File: src/dcfb_pkg.sv
// Constants, field layouts and carrier types of the configuration fuse bank
package dcfb_pkg;

	// ---------------------------------------------------------------
	// Register indices and byte addresses (byte address = 4 x index)
	// ---------------------------------------------------------------
	localparam int ADDR_W = 24;
	localparam logic [23:0] IDX_CLOCK  = 24'h300001;
	localparam logic [23:0] IDX_SUPPLY = 24'h300002;
	localparam logic [23:0] IDX_WDOG   = 24'h300003;
	localparam logic [23:0] IDX_MEMORY = 24'h300004;
	localparam logic [23:0] IDX_ROUTE  = 24'h300005;
	localparam logic [23:0] IDX_DEBUG  = 24'h300006;
	localparam logic [23:0] IDX_GUARD  = 24'h300008;
	localparam logic [23:0] IDX_STATUS = 24'h300010;

	// Slot numbers inside the bank
	localparam int NUM_CFG = 7;
	localparam logic [2:0] SLOT_CLOCK  = 3'h0;
	localparam logic [2:0] SLOT_SUPPLY = 3'h1;
	localparam logic [2:0] SLOT_WDOG   = 3'h2;
	localparam logic [2:0] SLOT_MEMORY = 3'h3;
	localparam logic [2:0] SLOT_ROUTE  = 3'h4;
	localparam logic [2:0] SLOT_DEBUG  = 3'h5;
	localparam logic [2:0] SLOT_GUARD  = 3'h6;
	localparam logic [2:0] SLOT_STATUS = 3'h7;

	// Implemented bits; unprogrammed value is all ones in these bits
	localparam logic [7:0] MASK_CLOCK  = 8'h27;
	localparam logic [7:0] MASK_SUPPLY = 8'h0F;
	localparam logic [7:0] MASK_WDOG   = 8'h0F;
	localparam logic [7:0] MASK_MEMORY = 8'h83;
	localparam logic [7:0] MASK_ROUTE  = 8'h01;
	localparam logic [7:0] MASK_DEBUG  = 8'h85;
	localparam logic [7:0] MASK_GUARD  = 8'hFF;

	// ---------------------------------------------------------------
	// Field positions
	// ---------------------------------------------------------------
	localparam int CLOCK_SWITCH_BIT = 5;
	localparam int OSC_SEL_LSB      = 0;
	localparam int BOR_LEVEL_LSB    = 2;
	localparam int BOR_ON_BIT       = 1;
	localparam int PWRUP_OFF_N_BIT  = 0;
	localparam int WDOG_PS_LSB      = 1;
	localparam int WDOG_FORCE_BIT   = 0;
	localparam int BUS_WAIT_BIT     = 7;
	localparam int PMODE_LSB        = 0;
	localparam int CAPCOMP2_BIT     = 0;
	localparam int DEBUG_N_BIT      = 7;
	localparam int LVP_BIT          = 2;
	localparam int STACK_RST_BIT    = 0;
	localparam int MEMCTRL_WAIT_LSB = 4;
	localparam int STAT_APPLIED_BIT = 0;
	localparam int STAT_PENDING_BIT = 1;

	// Brown-out trip levels in millivolts, by level code
	localparam logic [12:0] BOR_MV_11 = 13'h09C4;
	localparam logic [12:0] BOR_MV_10 = 13'h0A8C;
	localparam logic [12:0] BOR_MV_01 = 13'h1068;
	localparam logic [12:0] BOR_MV_00 = 13'h1194;

	// AXI responses
	localparam logic [1:0] RESP_OKAY   = 2'b00;
	localparam logic [1:0] RESP_SLVERR = 2'b10;

	// ---------------------------------------------------------------
	// Protected block bounds, 21-bit program addresses
	// ---------------------------------------------------------------
	localparam logic [20:0] BLK_LO_SMALL [0:3] = '{21'h000800,
		21'h002000, 21'h004000, 21'h006000};
	localparam logic [20:0] BLK_HI_SMALL [0:3] = '{21'h001FFF,
		21'h003FFF, 21'h005FFF, 21'h007FFF};
	localparam logic [20:0] BLK_LO_LARGE [0:3] = '{21'h000200,
		21'h004000, 21'h008000, 21'h00C000};
	localparam logic [20:0] BLK_HI_LARGE [0:3] = '{21'h003FFF,
		21'h007FFF, 21'h00BFFF, 21'h00FFFF};
	localparam logic [20:0] BLK_LO_UPPER [0:3] = '{21'h010000,
		21'h014000, 21'h018000, 21'h01C000};
	localparam logic [20:0] BLK_HI_UPPER [0:3] = '{21'h013FFF,
		21'h017FFF, 21'h01BFFF, 21'h01FFFF};

	// ---------------------------------------------------------------
	// Modes and carrier
	// ---------------------------------------------------------------
	typedef enum logic [2:0] {
		OSC_LOW_POWER_CRYSTAL,
		OSC_MEDIUM_CRYSTAL,
		OSC_HIGH_SPEED_CRYSTAL,
		OSC_RC_CLKOUT,
		OSC_EXTERNAL_CLOCK_IN_CLKOUT,
		OSC_EXTERNAL_CLOCK_IN_PORT,
		OSC_HIGH_SPEED_CRYSTAL_PLL,
		OSC_RC_PORT
	} dcfb_osc_e;

	typedef enum logic [1:0] {
		PMODE_EXTENDED_MCU,
		PMODE_MPU_BOOT,
		PMODE_MPU,
		PMODE_MCU
	} dcfb_pmode_e;

	typedef enum logic [1:0] {
		ROUTE_PORT_C_BIT1,
		ROUTE_PORT_E_BIT7,
		ROUTE_PORT_B_BIT3
	} dcfb_route_e;

	typedef struct packed {
		logic        main_osc_locked;
		dcfb_osc_e   oscillator_select;
		logic        pll_x4;
		logic        second_oscillator_pin_is_port;
		logic [12:0] brownout_threshold_mv;
		logic        brownout_on;
		logic        powerup_delay_timer_on;
		logic [7:0]  watchdog_ratio;
		logic        watchdog_force_on;
		logic        bus_wait_from_ctrl;
		dcfb_pmode_e processor_memory_mode;
		dcfb_route_e capcomp_unit2_pin;
		logic        debug_owns_port_b_bit6_bit7;
		logic        low_volt_prog_permit;
		logic        stack_fault_reset_on;
		logic [7:0]  block_protected;
	} dcfb_cfg_s;

endpackage
File: src/dcfb_fuse_bank.sv
// Configuration fuse bank: AXI4-Lite register file and decoded options
//
// Implementation choice: register access over AXI4-Lite.
`timescale 1ns/10ps

module dcfb_fuse_bank
	import dcfb_pkg::*;
#(
	parameter bit LARGE_MEMORY = 1'b1
) (
	// Clock and reset
	input  wire logic              i_clk,
	input  wire logic              i_resetn,
	// AXI4-Lite write address and data
	input  wire logic              i_awvalid,
	output      logic              o_awready,
	input  wire logic [ADDR_W-1:0] i_awaddr,
	input  wire logic              i_wvalid,
	output      logic              o_wready,
	input  wire logic [31:0]       i_wdata,
	input  wire logic [3:0]        i_wstrb,
	// AXI4-Lite write response
	output      logic              o_bvalid,
	input  wire logic              i_bready,
	output      logic [1:0]        o_bresp,
	// AXI4-Lite read
	input  wire logic              i_arvalid,
	output      logic              o_arready,
	input  wire logic [ADDR_W-1:0] i_araddr,
	output      logic              o_rvalid,
	input  wire logic              i_rready,
	output      logic [31:0]       o_rdata,
	output      logic [1:0]        o_rresp,
	// Consumer-side inputs
	input  wire logic              i_supply_low,
	input  wire logic              i_stack_fault,
	input  wire logic              i_soft_watchdog_on,
	input  wire logic [7:0]        i_memory_iface_ctrl,
	input  wire logic [20:0]       i_fetch_addr,
	// Decoded options and derived controls
	output      dcfb_cfg_s         o_cfg,
	output      logic              o_cfg_valid,
	output      logic              o_brownout_reset,
	output      logic              o_stack_reset,
	output      logic              o_watchdog_run,
	output      logic [1:0]        o_bus_wait_count,
	output      logic              o_guard_hit
);

	// ---------------------------------------------------------------
	// Address decode
	// ---------------------------------------------------------------

	// Shared by read and write paths; byte address is four times index
	function automatic logic [3:0] decode_slot(input logic [23:0] a);
		logic [23:0] idx;

		// Misaligned maps nowhere
		idx = {2'b00, a[23:2]};
		if (a[1:0] != 2'b00)
			decode_slot = 4'h0;
		else if (idx == IDX_CLOCK)
			decode_slot = {1'b1, SLOT_CLOCK};
		else if (idx == IDX_SUPPLY)
			decode_slot = {1'b1, SLOT_SUPPLY};
		else if (idx == IDX_WDOG)
			decode_slot = {1'b1, SLOT_WDOG};
		else if (idx == IDX_MEMORY)
			decode_slot = {1'b1, SLOT_MEMORY};
		else if (idx == IDX_ROUTE)
			decode_slot = {1'b1, SLOT_ROUTE};
		else if (idx == IDX_DEBUG)
			decode_slot = {1'b1, SLOT_DEBUG};
		else if (idx == IDX_GUARD)
			decode_slot = {1'b1, SLOT_GUARD};
		// Status is read-only
		else if (idx == IDX_STATUS)
			decode_slot = {1'b1, SLOT_STATUS};
		else
			decode_slot = 4'h0;
	endfunction

	// Also the erased values
	localparam logic [7:0] MASKS [0:NUM_CFG-1] = '{MASK_CLOCK,
		MASK_SUPPLY, MASK_WDOG, MASK_MEMORY, MASK_ROUTE, MASK_DEBUG,
		MASK_GUARD};

	// ---------------------------------------------------------------
	// Write channel
	// ---------------------------------------------------------------

	// Halves taken early
	logic              aw_held;
	logic              w_held;
	logic [ADDR_W-1:0] aw_addr;
	logic [7:0]        w_byte;
	logic              w_lane0;

	// Held half bypasses input
	wire aw_take    = i_awvalid && o_awready;
	wire w_take     = i_wvalid && o_wready;
	wire have_aw    = aw_held || aw_take;
	wire have_w     = w_held || w_take;
	wire do_write   = have_aw && have_w && !o_bvalid;
	// Final address and data
	wire [23:0] wr_addr  = aw_held ? aw_addr : i_awaddr;
	wire [7:0]  wr_byte  = w_held ? w_byte : i_wdata[7:0];
	wire        wr_lane0 = w_held ? w_lane0 : i_wstrb[0];
	wire [3:0]  wr_slot  = decode_slot(wr_addr);

	// Stall while bresp waits
	assign o_awready = !aw_held && !o_bvalid;
	assign o_wready  = !w_held && !o_bvalid;

	// Hold whichever half arrives first until the other one comes
	always_ff @(posedge i_clk or negedge i_resetn) begin
		if (!i_resetn) begin
			aw_held <= 1'b0;
			w_held  <= 1'b0;
			aw_addr <= '0;
			w_byte  <= 8'h00;
			w_lane0 <= 1'b0;
		end else begin
			aw_held <= have_aw && !do_write;
			w_held  <= have_w && !do_write;
			if (aw_take)
				aw_addr <= i_awaddr;
			if (w_take) begin
				w_byte  <= i_wdata[7:0];
				w_lane0 <= i_wstrb[0];
			end
		end
	end

	// Response one cycle after both halves are in
	always_ff @(posedge i_clk or negedge i_resetn) begin
		if (!i_resetn) begin
			o_bvalid <= 1'b0;
			o_bresp  <= RESP_OKAY;
		end else if (do_write) begin
			o_bvalid <= 1'b1;
			o_bresp  <= wr_slot[3] ? RESP_OKAY : RESP_SLVERR;
		end else if (i_bready) begin
			o_bvalid <= 1'b0;
		end
	end

	// ---------------------------------------------------------------
	// Configuration bytes
	// ---------------------------------------------------------------

	// Byte per slot
	logic [7:0] cfg_byte [0:NUM_CFG-1];

	// Unprogrammed value is ones in implemented bits, zero elsewhere
	// Used by both loops
	genvar gi;
	generate
		for (gi = 0; gi < NUM_CFG; gi++) begin : g_cfg
			// Lane 0 carries the byte
			wire hit = do_write && wr_lane0 && wr_slot[3] &&
				(wr_slot[2:0] == 3'(gi));
			always_ff @(posedge i_clk or negedge i_resetn) begin
				if (!i_resetn)
					cfg_byte[gi] <= MASKS[gi];
				else if (hit)
					cfg_byte[gi] <= wr_byte & MASKS[gi];
			end
		end
	endgenerate

	// ---------------------------------------------------------------
	// Decode of stored bytes into options
	// ---------------------------------------------------------------

	// Bytes by slot
	wire [7:0] b_clk = cfg_byte[SLOT_CLOCK];
	wire [7:0] b_sup = cfg_byte[SLOT_SUPPLY];
	wire [7:0] b_wdg = cfg_byte[SLOT_WDOG];
	wire [7:0] b_mem = cfg_byte[SLOT_MEMORY];
	wire [7:0] b_rte = cfg_byte[SLOT_ROUTE];
	wire [7:0] b_dbg = cfg_byte[SLOT_DEBUG];

	// Raw fields
	wire [2:0] osc_code  = b_clk[OSC_SEL_LSB +: 3];
	wire [1:0] bor_code  = b_sup[BOR_LEVEL_LSB +: 2];
	wire [2:0] ps_code   = b_wdg[WDOG_PS_LSB +: 3];
	wire [1:0] pm_code   = b_mem[PMODE_LSB +: 2];
	wire       route_c1  = b_rte[CAPCOMP2_BIT];
	wire       mcu_mode  = dcfb_pmode_e'(pm_code) == PMODE_MCU;

	// Enum order follows codes
	wire dcfb_osc_e osc_mode = dcfb_osc_e'(osc_code);
	wire pll_on   = osc_mode == OSC_HIGH_SPEED_CRYSTAL_PLL;
	wire osc_port = osc_mode == OSC_RC_PORT ||
		osc_mode == OSC_EXTERNAL_CLOCK_IN_PORT;

	// Trip level in mV
	wire [12:0] bor_mv = (bor_code == 2'b11) ? BOR_MV_11 :
		(bor_code == 2'b10) ? BOR_MV_10 :
		(bor_code == 2'b01) ? BOR_MV_01 : BOR_MV_00;

	// One-hot ratio
	wire [7:0] wdog_ratio = 8'(8'h01 << ps_code);

	// Pin by memory mode
	wire dcfb_route_e route = route_c1 ? ROUTE_PORT_C_BIT1 :
		(mcu_mode ? ROUTE_PORT_E_BIT7 :
		ROUTE_PORT_B_BIT3);

	// Options decoded now
	dcfb_cfg_s next_cfg;
	always_comb begin
		next_cfg = '0;
		next_cfg.main_osc_locked = b_clk[CLOCK_SWITCH_BIT];
		next_cfg.oscillator_select = osc_mode;
		next_cfg.pll_x4 = pll_on;
		next_cfg.second_oscillator_pin_is_port = osc_port;
		next_cfg.brownout_threshold_mv = bor_mv;
		next_cfg.brownout_on = b_sup[BOR_ON_BIT];
		next_cfg.powerup_delay_timer_on = !b_sup[PWRUP_OFF_N_BIT];
		next_cfg.watchdog_ratio = wdog_ratio;
		next_cfg.watchdog_force_on = b_wdg[WDOG_FORCE_BIT];
		next_cfg.bus_wait_from_ctrl = !b_mem[BUS_WAIT_BIT];
		next_cfg.processor_memory_mode = dcfb_pmode_e'(pm_code);
		next_cfg.capcomp_unit2_pin = route;
		next_cfg.debug_owns_port_b_bit6_bit7 = !b_dbg[DEBUG_N_BIT];
		next_cfg.low_volt_prog_permit = b_dbg[LVP_BIT];
		next_cfg.stack_fault_reset_on = b_dbg[STACK_RST_BIT];
		next_cfg.block_protected = ~cfg_byte[SLOT_GUARD];
	end

	// ---------------------------------------------------------------
	// Latch at reset release
	// ---------------------------------------------------------------

	// Captured once after release; later writes wait for next reset
	always_ff @(posedge i_clk or negedge i_resetn) begin
		if (!i_resetn) begin
			o_cfg_valid <= 1'b0;
			o_cfg       <= '0;
		end else if (!o_cfg_valid) begin
			o_cfg_valid <= 1'b1;
			o_cfg       <= next_cfg;
		end
	end

	// Written bytes that differ from what is in force
	wire pending = o_cfg_valid && (next_cfg != o_cfg);

	// ---------------------------------------------------------------
	// Read channel
	// ---------------------------------------------------------------

	// Flags widened before shift so neither drops
	wire [3:0] rd_slot = decode_slot(i_araddr);
	wire [7:0] status  = (8'(o_cfg_valid) << STAT_APPLIED_BIT) |
		(8'(pending) << STAT_PENDING_BIT);
	wire [7:0] rd_byte = (rd_slot[2:0] == SLOT_STATUS) ? status :
		cfg_byte[rd_slot[2:0]];
	// Request taken
	wire       ar_take = i_arvalid && o_arready;

	// One read at a time
	assign o_arready = !o_rvalid;

	// Narrow data in low lanes, upper bits always zero
	always_ff @(posedge i_clk or negedge i_resetn) begin
		if (!i_resetn) begin
			o_rvalid <= 1'b0;
			o_rdata  <= 32'h00000000;
			o_rresp  <= RESP_OKAY;
		end else if (ar_take) begin
			o_rvalid <= 1'b1;
			o_rdata  <= rd_slot[3] ? {24'h000000, rd_byte} : 32'h00000000;
			o_rresp  <= rd_slot[3] ? RESP_OKAY : RESP_SLVERR;
		end else if (i_rready) begin
			o_rvalid <= 1'b0;
		end
	end

	// ---------------------------------------------------------------
	// Supply comparator synchroniser
	// ---------------------------------------------------------------

	// Sync stages
	logic [2:0] low_sync;
	logic       supply_low;

	// Comparator is asynchronous; change taken when stages two/three agree
	always_ff @(posedge i_clk or negedge i_resetn) begin
		if (!i_resetn) begin
			low_sync   <= 3'b000;
			supply_low <= 1'b0;
		end else begin
			low_sync <= {low_sync[1:0], i_supply_low};
			if (low_sync[1] == low_sync[2])
				supply_low <= low_sync[2];
		end
	end

	// ---------------------------------------------------------------
	// Protected block lookup
	// ---------------------------------------------------------------

	// Lower by variant
	logic [7:0] in_blk;
	generate
		for (gi = 0; gi < 4; gi++) begin : g_blk
			// Lower follows size
			wire [20:0] lo = LARGE_MEMORY ? BLK_LO_LARGE[gi] :
				BLK_LO_SMALL[gi];
			wire [20:0] hi = LARGE_MEMORY ? BLK_HI_LARGE[gi] :
				BLK_HI_SMALL[gi];
			assign in_blk[gi] = i_fetch_addr >= lo &&
				i_fetch_addr <= hi;
			// Upper blocks fixed
			assign in_blk[gi+4] = i_fetch_addr >= BLK_LO_UPPER[gi] &&
				i_fetch_addr <= BLK_HI_UPPER[gi];
		end
	endgenerate

	// Absent upper blocks rely on guards kept at one
	wire guard_hit = |(in_blk & o_cfg.block_protected);

	// ---------------------------------------------------------------
	// Derived controls, registered
	// ---------------------------------------------------------------

	// Wait only via control
	wire [1:0] wait_cnt = o_cfg.bus_wait_from_ctrl ?
		i_memory_iface_ctrl[MEMCTRL_WAIT_LSB +: 2] : 2'b00;

	// Gated by o_cfg_valid except o_bus_wait_count, held at zero by reset o_cfg; nothing acts before the latch
	always_ff @(posedge i_clk or negedge i_resetn) begin
		if (!i_resetn) begin
			o_brownout_reset <= 1'b0;
			o_stack_reset    <= 1'b0;
			o_watchdog_run   <= 1'b0;
			o_bus_wait_count <= 2'b00;
			o_guard_hit      <= 1'b0;
		end else begin
			o_brownout_reset <= o_cfg_valid && o_cfg.brownout_on &&
				supply_low;
			o_stack_reset    <= o_cfg_valid &&
				o_cfg.stack_fault_reset_on && i_stack_fault;
			o_watchdog_run   <= o_cfg_valid &&
				(o_cfg.watchdog_force_on || i_soft_watchdog_on);
			o_bus_wait_count <= wait_cnt;
			o_guard_hit      <= o_cfg_valid && guard_hit;
		end
	end

endmodule // dcfb_fuse_bank

File: config.mk
export PLATFORM = sky130hd
export DESIGN_NAME = dcfb_fuse_bank
export DESIGN_NICKNAME = d
export VERILOG_FILES = /design/src/dcfb_pkg.sv /design/src/dcfb_fuse_bank.sv
export SDC_FILE = /design/constraint.sdc
export NUM_CORES = 1
export LEC_CHECK = 0
export ABC_AREA = 1
export BUFFER_PORTS_ARGS = -buffer_cell sky130_fd_sc_hd__buf_2
export CAP_MARGIN = 20
export CORE_ASPECT_RATIO = 0.8
export CORE_MARGIN = 3
export CORE_UTILIZATION = 45
export CTS_BUF_LIST = sky130_fd_sc_hd__clkbuf_16
export CTS_CLUSTER_DIAMETER = 80
export DETAILED_ROUTE_END_ITERATION = 8
export PLACE_DENSITY = 0.75
export SYNTH_ARGS = -nofsm -noshare
export SYNTH_HDL_FRONTEND = slang
export SYNTH_SLANG_ARGS = --single-unit
export TNS_END_PERCENT = 30
File: constraint.sdc
create_clock -name i_clk -period 2.18 [get_ports i_clk]
set_clock_uncertainty 0.15 [all_clocks]
set_input_delay 0.654 -clock i_clk [delete_from_list [all_inputs] [get_ports i_clk]]
set_output_delay 0.654 -clock i_clk [all_outputs]
set_load 0.005 [all_outputs]
# After elaboration in Yosys (flattened, before gate mapping)
# Cells that the tools add are included.
[classes] add_sub_neg=0 n_mul=0 div=0 n_lt_le_gt_ge=17 eq_ne=32 shift=1 mux=38 bitwise=4 n_reduce_logical=51
[ops] op="$eq A22 B22 Y1 const B" count=16
[ops] op="$ge A21 B17 Y1 const B" count=4
[ops] op="$le A21 B17 Y1 const B" count=4
[ops] op="$mux W4" count=18
[ops] op="$ne A46 B46 Y1" count=1
[ops] op="$ge A21 B16 Y1 const B" count=2
[ops] op="$le A21 B16 Y1 const B" count=2
[ops] op="$mux W8" count=5
[ops] op="$logic_and A1 B1 Y1" count=33
[ops] op="$mux W13" count=2
[ops] op="$bmux W8 S3" count=1
[ops] op="$mux W24" count=1
[ops] op="$eq A3 B3 Y1 const B" count=7
[ops] op="$ge A21 B10 Y1 const B" count=1
[ops] op="$ge A21 B15 Y1 const B" count=1
[ops] op="$le A21 B14 Y1 const B" count=1
[ops] op="$le A21 B15 Y1 const B" count=1
[ops] op="$mux W2" count=5
[ops] op="$mux W9" count=1
[ops] op="$and A8 B8 Y8" count=1
[ops] op="$logic_not A1 Y1" count=8
[ops] op="$not A8 Y8" count=1
[ops] op="$reduce_bool A2 Y1" count=4
[ops] op="$reduce_or A8 Y1" count=1
[ops] op="other kinds (12)" count=22
[totals] regBits=157 latchBits=0 ramBits=0 mem_bits_ro=0 input_bits=123 out_inout_bits=94 mem_count=0

# Longest topological paths before layout
# Gate-level depths: netlist of run 1.
[logic_depth] depth_word=16 mapped_depth=17 depth_no_buf=17

# Worst setup path after synthesis of run 1
# Ideal clock, no wire load.
[synth_timing] kind="input to register" start="in i_araddr[19]" end="reg o_rdata[1]" setup_ns=0.116 arrival_ns=2.159 path_slack_ns=-0.246 path_stages=12 path_buffers=0 path_cell_list="nor2_1 > nand4_1 > nor2_1 > o21ai_0 > nand2_1 > nand2_1 > nor2_1 > nand2_1 > o21ai_0 > nor2_1 > nand2_1 > nand2_1"
[synth_via] elab_chain_cells=16 word_cells_on_any_way=24 classes_between="eq/ne: 9; mux: 14; bitwise: 1"
[synth_lines] element="from (decl)" line_no="dcfb_fuse_bank.sv:29" source="input wire logic [ADDR_W-1:0] i_araddr,"
[synth_lines] element="$eq A22 B22 Y1" line_no="dcfb_fuse_bank.sv:77" source="else if (idx == IDX_STATUS)"
[synth_lines] element="$mux W4" line_no="dcfb_fuse_bank.sv:77"
[synth_lines] element="$mux W4" line_no="dcfb_fuse_bank.sv:74" source="else if (idx == IDX_GUARD)"
[synth_lines] element="$mux W4" line_no="dcfb_fuse_bank.sv:72" source="else if (idx == IDX_DEBUG)"
[synth_lines] element="$mux W4" line_no="dcfb_fuse_bank.sv:70" source="else if (idx == IDX_ROUTE)"
[synth_lines] element="$mux W4" line_no="dcfb_fuse_bank.sv:68" source="else if (idx == IDX_MEMORY)"
[synth_lines] element="$mux W4" line_no="dcfb_fuse_bank.sv:66" source="else if (idx == IDX_WDOG)"
[synth_lines] element="$mux W4" line_no="dcfb_fuse_bank.sv:64" source="else if (idx == IDX_SUPPLY)"
[synth_lines] element="$mux W4 *" line_no="dcfb_fuse_bank.sv:62" source="else if (idx == IDX_CLOCK)"
[synth_lines] element="$mux W4 *" line_no="dcfb_fuse_bank.sv:60" source="if (a[1:0] != 2'b00)"
[synth_lines] element="$not A3 Y4 (implied by the code)" line_no="dcfb_fuse_bank.sv:260" source="cfg_byte[rd_slot[2:0]];"
[synth_lines] element="$bmux W8 S3" line_no="dcfb_fuse_bank.sv:260"
[synth_lines] element="$mux W8 (implied by the code) (2 in series)" line_no="dcfb_fuse_bank.sv:260"
[synth_lines] element="$mux W8" line_no="dcfb_fuse_bank.sv:259" source="wire [7:0] rd_byte = (rd_slot[2:0] == SLOT_STATUS) ? status :"
[synth_lines] element="$mux W8 *" line_no="dcfb_fuse_bank.sv:275" source="o_rdata <= rd_slot[3] ? {24'h000000, rd_byte} : 32'h00000000;"
[synth_lines] element="to (signal assigned)" line_no="dcfb_fuse_bank.sv:275"
[synth_lines] element="to (decl)" line_no="dcfb_fuse_bank.sv:32" source="output logic [31:0] o_rdata,"
# Mark *: on every way between the ends. The rest lies on a longest branch, timed or not. The select of a mux whose other input is x is not followed.
# A chain may end at the register's enable or synchronous reset.

# Worst setup path in the final report of run 1
[layout_timing] start="reg aw_held" end="reg cfg_byte[3] in the netlist's numbering"
[layout_via] elab_chain_cells=13 word_cells_on_any_way=29 classes_between="eq/ne: 9; mux: 10; reduce/logical: 10"
[layout_lines] element="from (decl)" line_no="dcfb_fuse_bank.sv:93" source="logic aw_held;"
[layout_lines] element="from (signal assigned)" line_no="dcfb_fuse_bank.sv:124" source="aw_held <= have_aw && !do_write;"
[layout_lines] element="$mux W24" line_no="dcfb_fuse_bank.sv:106" source="wire [23:0] wr_addr = aw_held ? aw_addr : i_awaddr;"
[layout_lines] element="$eq A22 B22 Y1" line_no="dcfb_fuse_bank.sv:77"
[layout_lines] element="$mux W4" line_no="dcfb_fuse_bank.sv:77"
[layout_lines] element="$mux W4" line_no="dcfb_fuse_bank.sv:74"
[layout_lines] element="$mux W4" line_no="dcfb_fuse_bank.sv:72"
[layout_lines] element="$mux W4" line_no="dcfb_fuse_bank.sv:70"
[layout_lines] element="$mux W4" line_no="dcfb_fuse_bank.sv:68"
[layout_lines] element="$mux W4" line_no="dcfb_fuse_bank.sv:66"
[layout_lines] element="$mux W4" line_no="dcfb_fuse_bank.sv:64"
[layout_lines] element="$mux W4" line_no="dcfb_fuse_bank.sv:62"
[layout_lines] element="$mux W4" line_no="dcfb_fuse_bank.sv:60"
[layout_lines] element="$eq A3 B3 Y1 or $logic_and A1 B1 Y1 (tied branches)" line_no="dcfb_fuse_bank.sv:162, dcfb_fuse_bank.sv:161"
[layout_lines] element="$logic_and A1 B1 Y1 *" line_no="dcfb_fuse_bank.sv:161" source="wire hit = do_write && wr_lane0 && wr_slot[3] &&"
[layout_lines] element="to (signal, indexed assignment)" line_no="dcfb_fuse_bank.sv:165" source="cfg_byte[gi] <= MASKS[gi];"
[layout_lines] element="to (signal, indexed assignment)" line_no="dcfb_fuse_bank.sv:167" source="cfg_byte[gi] <= wr_byte & MASKS[gi];"
[layout_lines] element="to (decl)" line_no="dcfb_fuse_bank.sv:153" source="logic [7:0] cfg_byte [0:NUM_CFG-1];"
# Mark *: on every way between the ends. The rest lies on a longest branch, timed or not.

==> results of run 1 <==
[how the worst max path moves through the flow]
stage / from / endpoint / slack (ps) / depth (start not counted)
2_1_floorplan: i_awaddr[18] / cfg_byte[5] / -80 / 15
3_3_place_gp: i_awaddr[18] / b_dbg[0] / -340 / 14
3_5_place_dp: i_awaddr[18] / b_dbg[2] / -380 / 15
4_1_cts: aw_held / b_wdg[0] / -160 / 15
5_1_grt: aw_held / b_mem[7] / -340 / 16
6_report: aw_held / cfg_byte[3] / -220 / 15
[placed cells by master (no fill, tap or decap), types with 14 or more instances in the layout]
cell and count:
nand2_1 212, buf_2 144, dfrtp_1 98, inv_1 82
nor2_1 72, o21ai_0 61, buf_4 57, nand3_1 52
conb_1 30, dfstp_2 27, a21oi_1 20, nand2_2 19
xnor2_1 19, clkbuf_16 17, nand4_1 15, nor2_4 15
xor2_1 15, o21ai_2 14
[worst reg2reg max path, stage by stage, from the launching register on]
cell and delay [ps]:
dfrtp_2 460, inv_4 110, buf_4 140, nand2_1 70, nand2_1 130, nand3_2 90, nor2_1 180, o21ai_2 100
buf_4 140, nand3_1 70, nand2_2 100, inv_2 110, and2_4 220, buf_4 130, nand3_1 70, nand2_1 90
[stage by stage]
step | setup TNS (ps) | setup slack [ps] | power, uW | cells | instance area (sq um)
floorplan | -767 | -79.2 | 3900 | 887 | 6990
global placement | -10140 | -344 | 4400 | 1221 | 8070
detailed placement | -10950 | -384 | 4440 | 1221 | 8070
CTS | -3290 | -156 | 7270 | 1257 | 8770
global route | -8330 | -342 | 7740 | 1260 | 8950
finish | -4390 | -223 | 7320 | 1260 | 8950
[kinds of logic (layout without fill, tap and decap cells)]
kind of cell / Yosys count / after routing / share of synthesized area [%]
and+or+nand+nor: 425 / 426 / 26.8
buffers and inverters: 136 / 324 / 9.39
DFF: 127 / 127 / 47.1
AOI/OAI and AO/OA: 116 / 116 / 9.18
xor gates and xnor gates: 34 / 34 / 4.36
muxes: 14 / 14 / 2.25
adders and majority gates: 5 / 5 / 0.880
other: 2 / 30 / 0.110
[registers in the layout (all words and copies together), names as in the netlist, 4 cells and up]
name,cells
b_wdg,4
o_rdata,8
b_sup,4
b_clk,4
w_byte,8
o_cfg,42
cfg_byte,8
aw_addr,24
[power by group]
part           total, uW  internal [uW]  switching (uW)  leakage (uW)
clock network       2680           1650            1030      0.000273
registers           2920           2720             202       0.00151
logic               1720            722             994       0.00282
[layout make-up]
cell class	count	share of cell area, %
Clock buffer	17	4.75
Clock inverter	15	1.45
Inverter	86	3.64
Multi-Input combinational cell	625	37.9
Sequential cell	127	35.9
Tap cell	184	2.57
Timing Repair Buffer	206	13.8
[what timing repair did]
item | CTS | global route
setup buffers | 4 | 2
gates cloned | 0 | 1
hold buffers | 0 | 0
endpoints found under the setup margin | 28 | 35
pin swaps | 10 | 24
gates resized for setup | 34 | 39
[routing by layer]
metal  GRT usage [%]  wire, um  part of all wire, %  up-vias
li1                -         -                    -     3113
met1            28.7      7820                   45     2950
met2            33.3      8270                   48      214
met3            5.40      1130                  6.5       18
met4            5.08       186                  1.1        0
met5               0         0                    0        -
==> results.toml, run 1 <==
[die]
start_util_pct = 46.9
die_area_sq_um = 16700
rows = 39
ioPinCount = 217
fp.dieH_um = 116
core_sq_um = 14500
die_w_um = 144

[logic_synthesis]
syn_area_per_cell_sq_um = 7.95
synth_most_common_cell = "nand2_1"
ys_top_cells_by_area = "dfrtp_1, nand2_1, dfstp_2"
yosys_warnings = 0
yosysSeqAreaShare_pct = 47.1
netlist.area_leader.share_pct = 36.7
synth_seq_cells = 127
synth_cells = 859
synth_edf_count = 0
synthArstFlopShare_pct = 100
synth_common_cells = "nand2_1, dfrtp_1, nor2_1, inv_1, o21ai_0"
synthDistinctLibCells = 46
synth_top_cell_by_area = "dfrtp_1"
ys.flop_type = "dfrtp_1"
netlist_area_sq_um = 6830

[timing]
hold_ws_ps = 35.4
worst_pin_slew_ps = 506
rsz0062_at_grt = "yes"
period_minus_slack_ps = 2400
period_share_pct = 110
final_hold_viol_count = 0
max_slew_margin_pct = 65.3
fmax_mhz = 416
fin_ws_ps = -223
setup_viol = 27
finalMaxSlewViolations = 0

[route]
viasPerCell = 5.00
vias = 6295
drt_iter0_drc = 417
route.detailed.drc = 0
drtAntennaViolNets = 0
routedWlPerCell_um = 13.8
drt_first_pass_iters = 6
routed_wl_um = 17400

[cts]
worstSkewPairLatency_ps = 420
h-tree-depth = 4
clk_path_buf_depth = 2
cts_buffers = 17
cts_root_buffer = "clkbuf_16"
cts_tree = "built"
clk_pin_slew_ps = 60
clock-sinks = 127

[layout]
nFillCells = 1280
register_area_sq_um = 3210
layout-drive-gt1-share_pct = 33.4
n_antenna_cell = 0
nNetsFinal = 1190
multi_input_area_sq_um = 3390
utilization_pct = 61.5
syn_to_final_growth_pct = 31.1

[critical_path]
r2r_slack_ps = -220
cp-start-kind = "flip-flop"
worstPathRequired_ps = 2390
critical_path.cell_chain = "inv_4 -> buf_4 -> nand2_1 -> nand2_1 -> nand3_2 -> nor2_1 -> o21ai_2 -> buf_4 -> nand3_1 -> nand2_2 -> inv_2 -> and2_4 -> buf_4 -> nand3_1 -> nand2_1"
rr_endpoint = "cfg_byte[3]"
cp.arrival_ps = 2610
path_class = "reg -> reg"
path_delay_family = "simple AND/OR/NAND/NOR gates"
cp_num_buf_inv = 5
cp_slowest_cell = "dfrtp_2"
crit_fanout = 6
cp-end-kind = "flip-flop"
timing.rr.start = "aw_held"
max_stage_delay_ps = 460
worst-r2r-cell-count = 15

[pwr]
powerDensity_nw_per_um2 = 818
peakVddDrop_mv = 0.972
power.leakage_uw = 0.00461

[global_route]
globalRouteTotalUtil_pct = 20.8
grt-ovfl-total = 0
grt_pass1_vias = 5793
grt_first_pass_wirelength_um = 27600
grt_max_degree = 51
antenna_found_initial = 0

[placed_design]
dp_hpwl_um = 12600
place_congestion = 0.879
portBuffers = 145

[hold_path]
hold_path.class = "in -> async"

[flow_run]
max_cap_violations = 0

[run_status]
failed_checks = "negative setup slack"
status = "finished, violations left"
Power figures use the tool's default switching activity.
==> inputs of run 2 (changes only) <==
--- a/config.mk
+++ b/config.mk
@@ -15,6 +15,7 @@
 export CTS_CLUSTER_DIAMETER = 80
 export DETAILED_ROUTE_END_ITERATION = 8
 export PLACE_DENSITY = 0.75
+export SKIP_LAST_GASP = 1
 export SYNTH_ARGS = -nofsm -noshare
 export SYNTH_HDL_FRONTEND = slang
 export SYNTH_SLANG_ARGS = --single-unit
==> run 2 against run 1 <==
The flow still finishes with violations (negative setup slack). Sequential power barely moved. Final cell count rose by 0.16%. Largest cell class unchanged. Wire length grew 0.56%. Combinational power barely moved. Non-clock buffer count rose by 2. Register-to-register slack about the same.
==> results.toml, run 2 (synthesis results as in run 1) <==
[die]
start_util_pct = 46.9
ioPinCount = 217
die_area_sq_um = 16700
core_sq_um = 14500
rows = 39
die_w_um = 144
fp.dieH_um = 116

[cts]
worstSkewPairLatency_ps = 420
cts_root_buffer = "clkbuf_16"
clock-sinks = 127
clk_pin_slew_ps = 60
cts_tree = "built"
h-tree-depth = 4
cts_buffers = 17
clk_path_buf_depth = 2
hold_buffers = 0

[layout]
nNetsFinal = 1192
nFillCells = 1258
finalNonFillerCells = 1262
reg_top3 = "o_cfg x42, aw_addr x24"
n_antenna_cell = 0
syn_to_final_growth_pct = 32.1
largest-register = "o_cfg"
mostFrequentLayoutCells = "nand2_1, buf_2, dfrtp_1, inv_1, nor2_1"
utilization_pct = 62.0
largest_reg_flops = 42
layout-drive-gt1-share_pct = 34.0
layout_commonest_cell = "nand2_1"

[critical_path]
cp.arrival_ps = 2620
cp_num_cells = 15
path_class = "reg -> reg"
path_delay_family = "simple AND/OR/NAND/NOR gates"
crit_fanout = 6
max_stage_delay_ps = 460
r2r_slack_ps = -230
cp-start-kind = "flip-flop"
worst-r2r-cell-count = 15
critical_path.cell_chain = "inv_4 -> buf_4 -> nand2_1 -> nand2_1 -> nand3_2 -> nor2_1 -> o21ai_2 -> buf_4 -> nand3_1 -> nand2_2 -> inv_2 -> and2_4 -> buf_4 -> nand3_1 -> nand2_1"
cp_num_buf_inv = 5
cp-startpoint = "aw_held"
worstPathRequired_ps = 2390
timing.rr.start = "aw_held"
cp_slowest_cell = "dfrtp_2"
cp-end-kind = "flip-flop"
rr_endpoint = "cfg_byte[3]"

[placed_design]
preCtsSetupSlack_ps = -384
portBuffers = 145
dp_hpwl_um = 12600
place_congestion = 0.879
placed_cells = 1221

[timing]
final_hold_viol_count = 0
period_minus_slack_ps = 2410
worst_pin_slew_ps = 531
setup_viol = 29
hold_ws_ps = 32.7
max_slew_margin_pct = 64.2
period_share_pct = 111
fin_ws_ps = -232
rsz0062_at_grt = "yes"
finalMaxSlewViolations = 0
fmax_mhz = 415

[global_route]
grt_max_degree = 51
grt_first_pass_wirelength_um = 27700
globalRouteTotalUtil_pct = 20.8
grt-ovfl-total = 0
grt_pass1_vias = 5798
antenna_found_initial = 0

[hold_path]
hold_path.class = "in -> async"

[pwr]
finalPower_uw = 7330
swShare_pct = 30.5
power.leakage_uw = 0.00463
p_switching_uw = 2230
powerDensity_nw_per_um2 = 812
seqPwrFrac_pct = 39.9
intPower_uw = 5090
clkPwrFrac_pct = 36.7
combPwrFrac_pct = 23.4
peakVddDrop_mv = 0.962

[flow_run]
max_cap_violations = 0

[run_status]
status = "finished, violations left"
failed_checks = "negative setup slack"

[route]
route.detailed.drc = 0
routed_wl_um = 17500
drtAntennaViolNets = 0
drt_first_pass_iters = 5
routedWlPerCell_um = 13.9
drt_iter0_drc = 420
vias = 6287
viasPerCell = 4.98
[run 2: cell types whose count changed in the layout (fill, tap and decap cells not counted), sizes merged]
cell and delta:
buf +2
[run 2: layout make-up]
type	count	area, sq um	area share (%)
clock buffers	17	425	4.72
repair buffers	208	1250	13.8
multi-input cells	625	3440	38.2
flip-flops and latches	127	3210	35.7
inverters	86	325	3.61
clock inverters	15	130	1.44
well taps	184	230	2.55
[run 2: worst reg2reg max path: stages, from the launching register on]
cell	delay, ps
dfrtp_2	460
inv_4	110
buf_4	140
nand2_1	70
nand2_1	130
nand3_2	90
nor2_1	180
o21ai_2	100
buf_4	140
nand3_1	70
nand2_2	100
inv_2	110
and2_4	220
buf_4	130
nand3_1	70
nand2_1	90
[run 2: worst max-delay path by stage]
stage | endpoint
floorplan | cfg_byte[5]
global placement | b_dbg[0]
detailed placement | b_dbg[2]
CTS | b_wdg[0]
global route | b_mem[7]
finish | cfg_byte[3]
[run 2: stage by stage]
| step | setup TNS, ps | area [sq um] |
|---|---|---|
| 2_1_floorplan | -767 | 6990 |
| 3_5_place_dp | -10950 | 8070 |
| 6_report | -4760 | 9020 |
| 3_3_place_gp | -10140 | 8070 |
| 4_1_cts | -3420 | 8770 |
| 5_1_grt | -8350 | 9020 |
[run 2: what timing repair did]
| item | CTS | global route |
|---|---|---|
| setup endpoints to repair | 28 | 35 |
| gates cloned | 0 | 1 |
| buffers inserted | 4 | 4 |
| hold endpoints to repair | 0 | 0 |
| resized for setup | 29 | 50 |
| pin swaps | 9 | 31 |
[run 2: routing by layer]
metal | track usage (%) | up-vias | part of all wire, %
met3 | 5.40 | 21 | 7.0
met2 | 33.3 | 213 | 48
li1 | - | 3110 | -
met5 | 0 | - | 0
met4 | 5.08 | 0 | 1.0
met1 | 28.7 | 2943 | 44
[run 2: power by group through the flow]
stage               sequential, uW  combinational [uW]  clock [uW]
floorplan                     2910                 993           0
finish                        2920                1720        2690
global placement              2930                1480           0
CTS                           2910                1630        2730
global route                  2960                1920        2850
detailed placement            2940                1500           0
==> inputs of run 3 (changes only) <==
--- a/config.mk
+++ b/config.mk
@@ -5,7 +5,6 @@
 export SDC_FILE = /design/constraint.sdc
 export NUM_CORES = 1
 export LEC_CHECK = 0
-export ABC_AREA = 1
 export BUFFER_PORTS_ARGS = -buffer_cell sky130_fd_sc_hd__buf_2
 export CAP_MARGIN = 20
 export CORE_ASPECT_RATIO = 0.8
@@ -14,7 +13,7 @@
 export CTS_BUF_LIST = sky130_fd_sc_hd__clkbuf_16
 export CTS_CLUSTER_DIAMETER = 80
 export DETAILED_ROUTE_END_ITERATION = 8
-export PLACE_DENSITY = 0.75
+export PLACE_DENSITY = 0.74
 export SKIP_LAST_GASP = 1
 export SYNTH_ARGS = -nofsm -noshare
 export SYNTH_HDL_FRONTEND = slang
==> run 3 against run 2 <==
The run still ends with negative setup slack left. Final area is 6.1% higher. Sequential power up 3%. Clock power is 3% lower. Register-to-register slack worse by 40 ps. Maximum frequency fell by 1.8%.
==> results.toml, run 3 <==
[logic_synthesis]
synthDistinctLibCells = 84
synth_edf_count = 0
synthAdderAreaFrac_pct = 0.856
synth-simple-area-share_pct = 17.3
ys.flop_type = "dfrtp_1"
syn_area_per_cell_sq_um = 10.9
synth_cells = 643
yosys_warnings = 0
synth_common_cells = "dfrtp_1, mux2_2, nor2_1, nand2_1"
synth-compound-area-share_pct = 11.3
ys_top_cells_by_area = "dfrtp_1, mux2_2, dfstp_2"
yosysSeqAreaShare_pct = 45.8
synth_most_common_cell = "dfrtp_1"
synth_seq_cells = 127
netlist.area_leader.share_pct = 35.7
synth_top_family_by_area = "simple AND/OR/NAND/NOR gates"
synth_top_cell_by_area = "dfrtp_1"
synth.mux.area_fraction_pct = 15.4
yosys.area_share.xor_xnor_pct = 3.62
synthArstFlopShare_pct = 100
netlist_area_sq_um = 7020

[critical_path]
r2r_slack_ps = -280
worst-r2r-cell-count = 10
cp-end-kind = "flip-flop"
cp.arrival_ps = 2590
crit_fanout = 3
path_class = "reg -> reg"
timing.rr.start = "b_sup[2]"
worstPathRequired_ps = 2320
rr_endpoint = "o_rdata[1]"
cp-start-kind = "flip-flop"

[cts]
cts_root_buffer = "clkbuf_16"
h-tree-depth = 4
clk_path_buf_depth = 2
cts_buffers = 17
cts_tree = "built"
clock-sinks = 127
clk_pin_slew_ps = 50
worstSkewPairLatency_ps = 420

[placed_design]
dp_hpwl_um = 13900
preCtsSetupSlack_ps = -661
portBuffers = 145
place_congestion = 0.900

[route]
route.detailed.drc = 0
viasPerCell = 5.19
drt_iter0_drc = 301
routed_wl_um = 18800
routedWlPerCell_um = 16.7
drtAntennaViolNets = 0
vias = 5863
drt_first_pass_iters = 4

[timing]
rsz0062_at_grt = "yes"
hold_ws_ps = 194
setup_viol = 35
period_minus_slack_ps = 2460
fin_ws_ps = -276
final_hold_viol_count = 0
tns_ps = -7650
fmax_mhz = 407
period_share_pct = 113
finalMaxSlewViolations = 0

[die]
ioPinCount = 217
start_util_pct = 46.3
die_area_sq_um = 17100
fp.dieH_um = 118
rows = 40
die_w_um = 146
core_sq_um = 15200

[pwr]
powerDensity_nw_per_um2 = 781
clkPwrFrac_pct = 35.1
p_switching_uw = 2110
seqPwrFrac_pct = 40.3
finalPower_uw = 7470
power.leakage_uw = 0.00454
swShare_pct = 28.2
peakVddDrop_mv = 0.626
combPwrFrac_pct = 24.6
intPower_uw = 5370

[layout]
largest-register = "o_cfg"
largest_reg_flops = 42
nNetsFinal = 1033
layout-drive-gt1-share_pct = 50.0
syn_to_final_growth_pct = 36.3
mostFrequentLayoutCells = "buf_2, buf_4, dfrtp_1, mux2_2, nor2_1"
layout_commonest_cell = "buf_2"
reg_top3 = "o_cfg x42, aw_addr x24"

[global_route]
grt-ovfl-total = 0
grt_first_pass_wirelength_um = 30200
globalRouteTotalUtil_pct = 21.9
grt_max_degree = 35
antenna_found_initial = 4
grt_pass1_vias = 5829

[hold_path]
min_path_cells = 1
hold_path.class = "in -> reg"
min_from = "i_supply_low"
hold_end = "low_sync[0]"

[flow_run]
max_cap_violations = 0

[run_status]
status = "finished, violations left"
failed_checks = "negative setup slack"
run 3: critical path: stages (launching register included):
cell,delay (ps)
dfstp_2,520
inv_1,60
buf_4,130
ha_1,310
nand2_1,60
o22ai_1,240
o2111ai_1,160
nor4_1,210
a41oi_1,250
nor2_1,150
o31ai_1,90
run 3: cell families (layout without fill, tap and decap cells):
logic type	Yosys count	in the layout
other	2	32
AO/OA/AOI/OAI	113	113
multiplexers	94	94
adder cells (fa/ha/maj)	5	5
AND/OR/NAND/NOR	205	205
buffers and inverters	68	315
XOR/XNOR	29	29
flip-flops	127	127
run 3: layer usage:
| metal | up-vias | global-route usage [%] | wire (um) |
|---|---|---|---|
| met3 | 25 | 7.16 | 1550 |
| met2 | 235 | 34.1 | 8610 |
| met4 | 4 | 6.52 | 261 |
| met1 | 2787 | 29.3 | 8380 |
| met5 | - | 0 | 21 |
| li1 | 2812 | - | - |
run 3: worst max path at each step:
stage            startpoint  depth (start not counted)  slack, ps    endpoint
2_1_floorplan  i_awaddr[13]                          8       -440    b_sup[1]
3_3_place_gp   i_awaddr[13]                          8       -660    b_sup[3]
3_5_place_dp   i_awaddr[20]                          8       -660    b_sup[2]
4_1_cts            b_sup[2]                         10       -250  o_rdata[1]
5_1_grt            b_sup[2]                         10       -390  o_rdata[1]
6_report           b_sup[2]                         10       -280  o_rdata[1]
run 3: area by class of cell:
type / count / area, sq um
diodes: 2 / 5.00
flip-flops and latches: 127 / 3210
inverters: 12 / 45.0
clock inverters: 14 / 113
well taps: 210 / 263
fillers: 1207 / 5600
clock buffers: 17 / 425
multi-input cells: 476 / 3750
repair buffers: 272 / 1750
run 3: metrics by stage:
stage	utilization (%)	cell area, sq um	cells
5_1_grt	63.1	9570	1130
3_5_place_dp	57.3	8690	1085
3_3_place_gp	57.3	8690	1085
4_1_cts	61.9	9380	1121
6_report	63.1	9570	1130
2_1_floorplan	-	7170	671
run 3: repair_timing:
| item | 4_1_cts | 5_1_grt |
|---|---|---|
| endpoints found under the hold margin | 11 | 0 |
| resized for setup | 28 | 29 |
| hold buffers | 1 | 0 |
| setup buffers | 4 | 7 |
| gates cloned | 0 | 0 |
| setup endpoints to repair | 35 | 36 |
| pin swaps | 17 | 16 |
run 3: power by group through the flow:
stage / clock network, uW / logic (uW) / registers [uW]
2_1_floorplan: 0 / 1130 / 2970
3_3_place_gp: 0 / 1670 / 3020
3_5_place_dp: 0 / 1710 / 3040
4_1_cts: 2660 / 1810 / 3010
5_1_grt: 2770 / 2000 / 3060
6_report: 2620 / 1840 / 3010
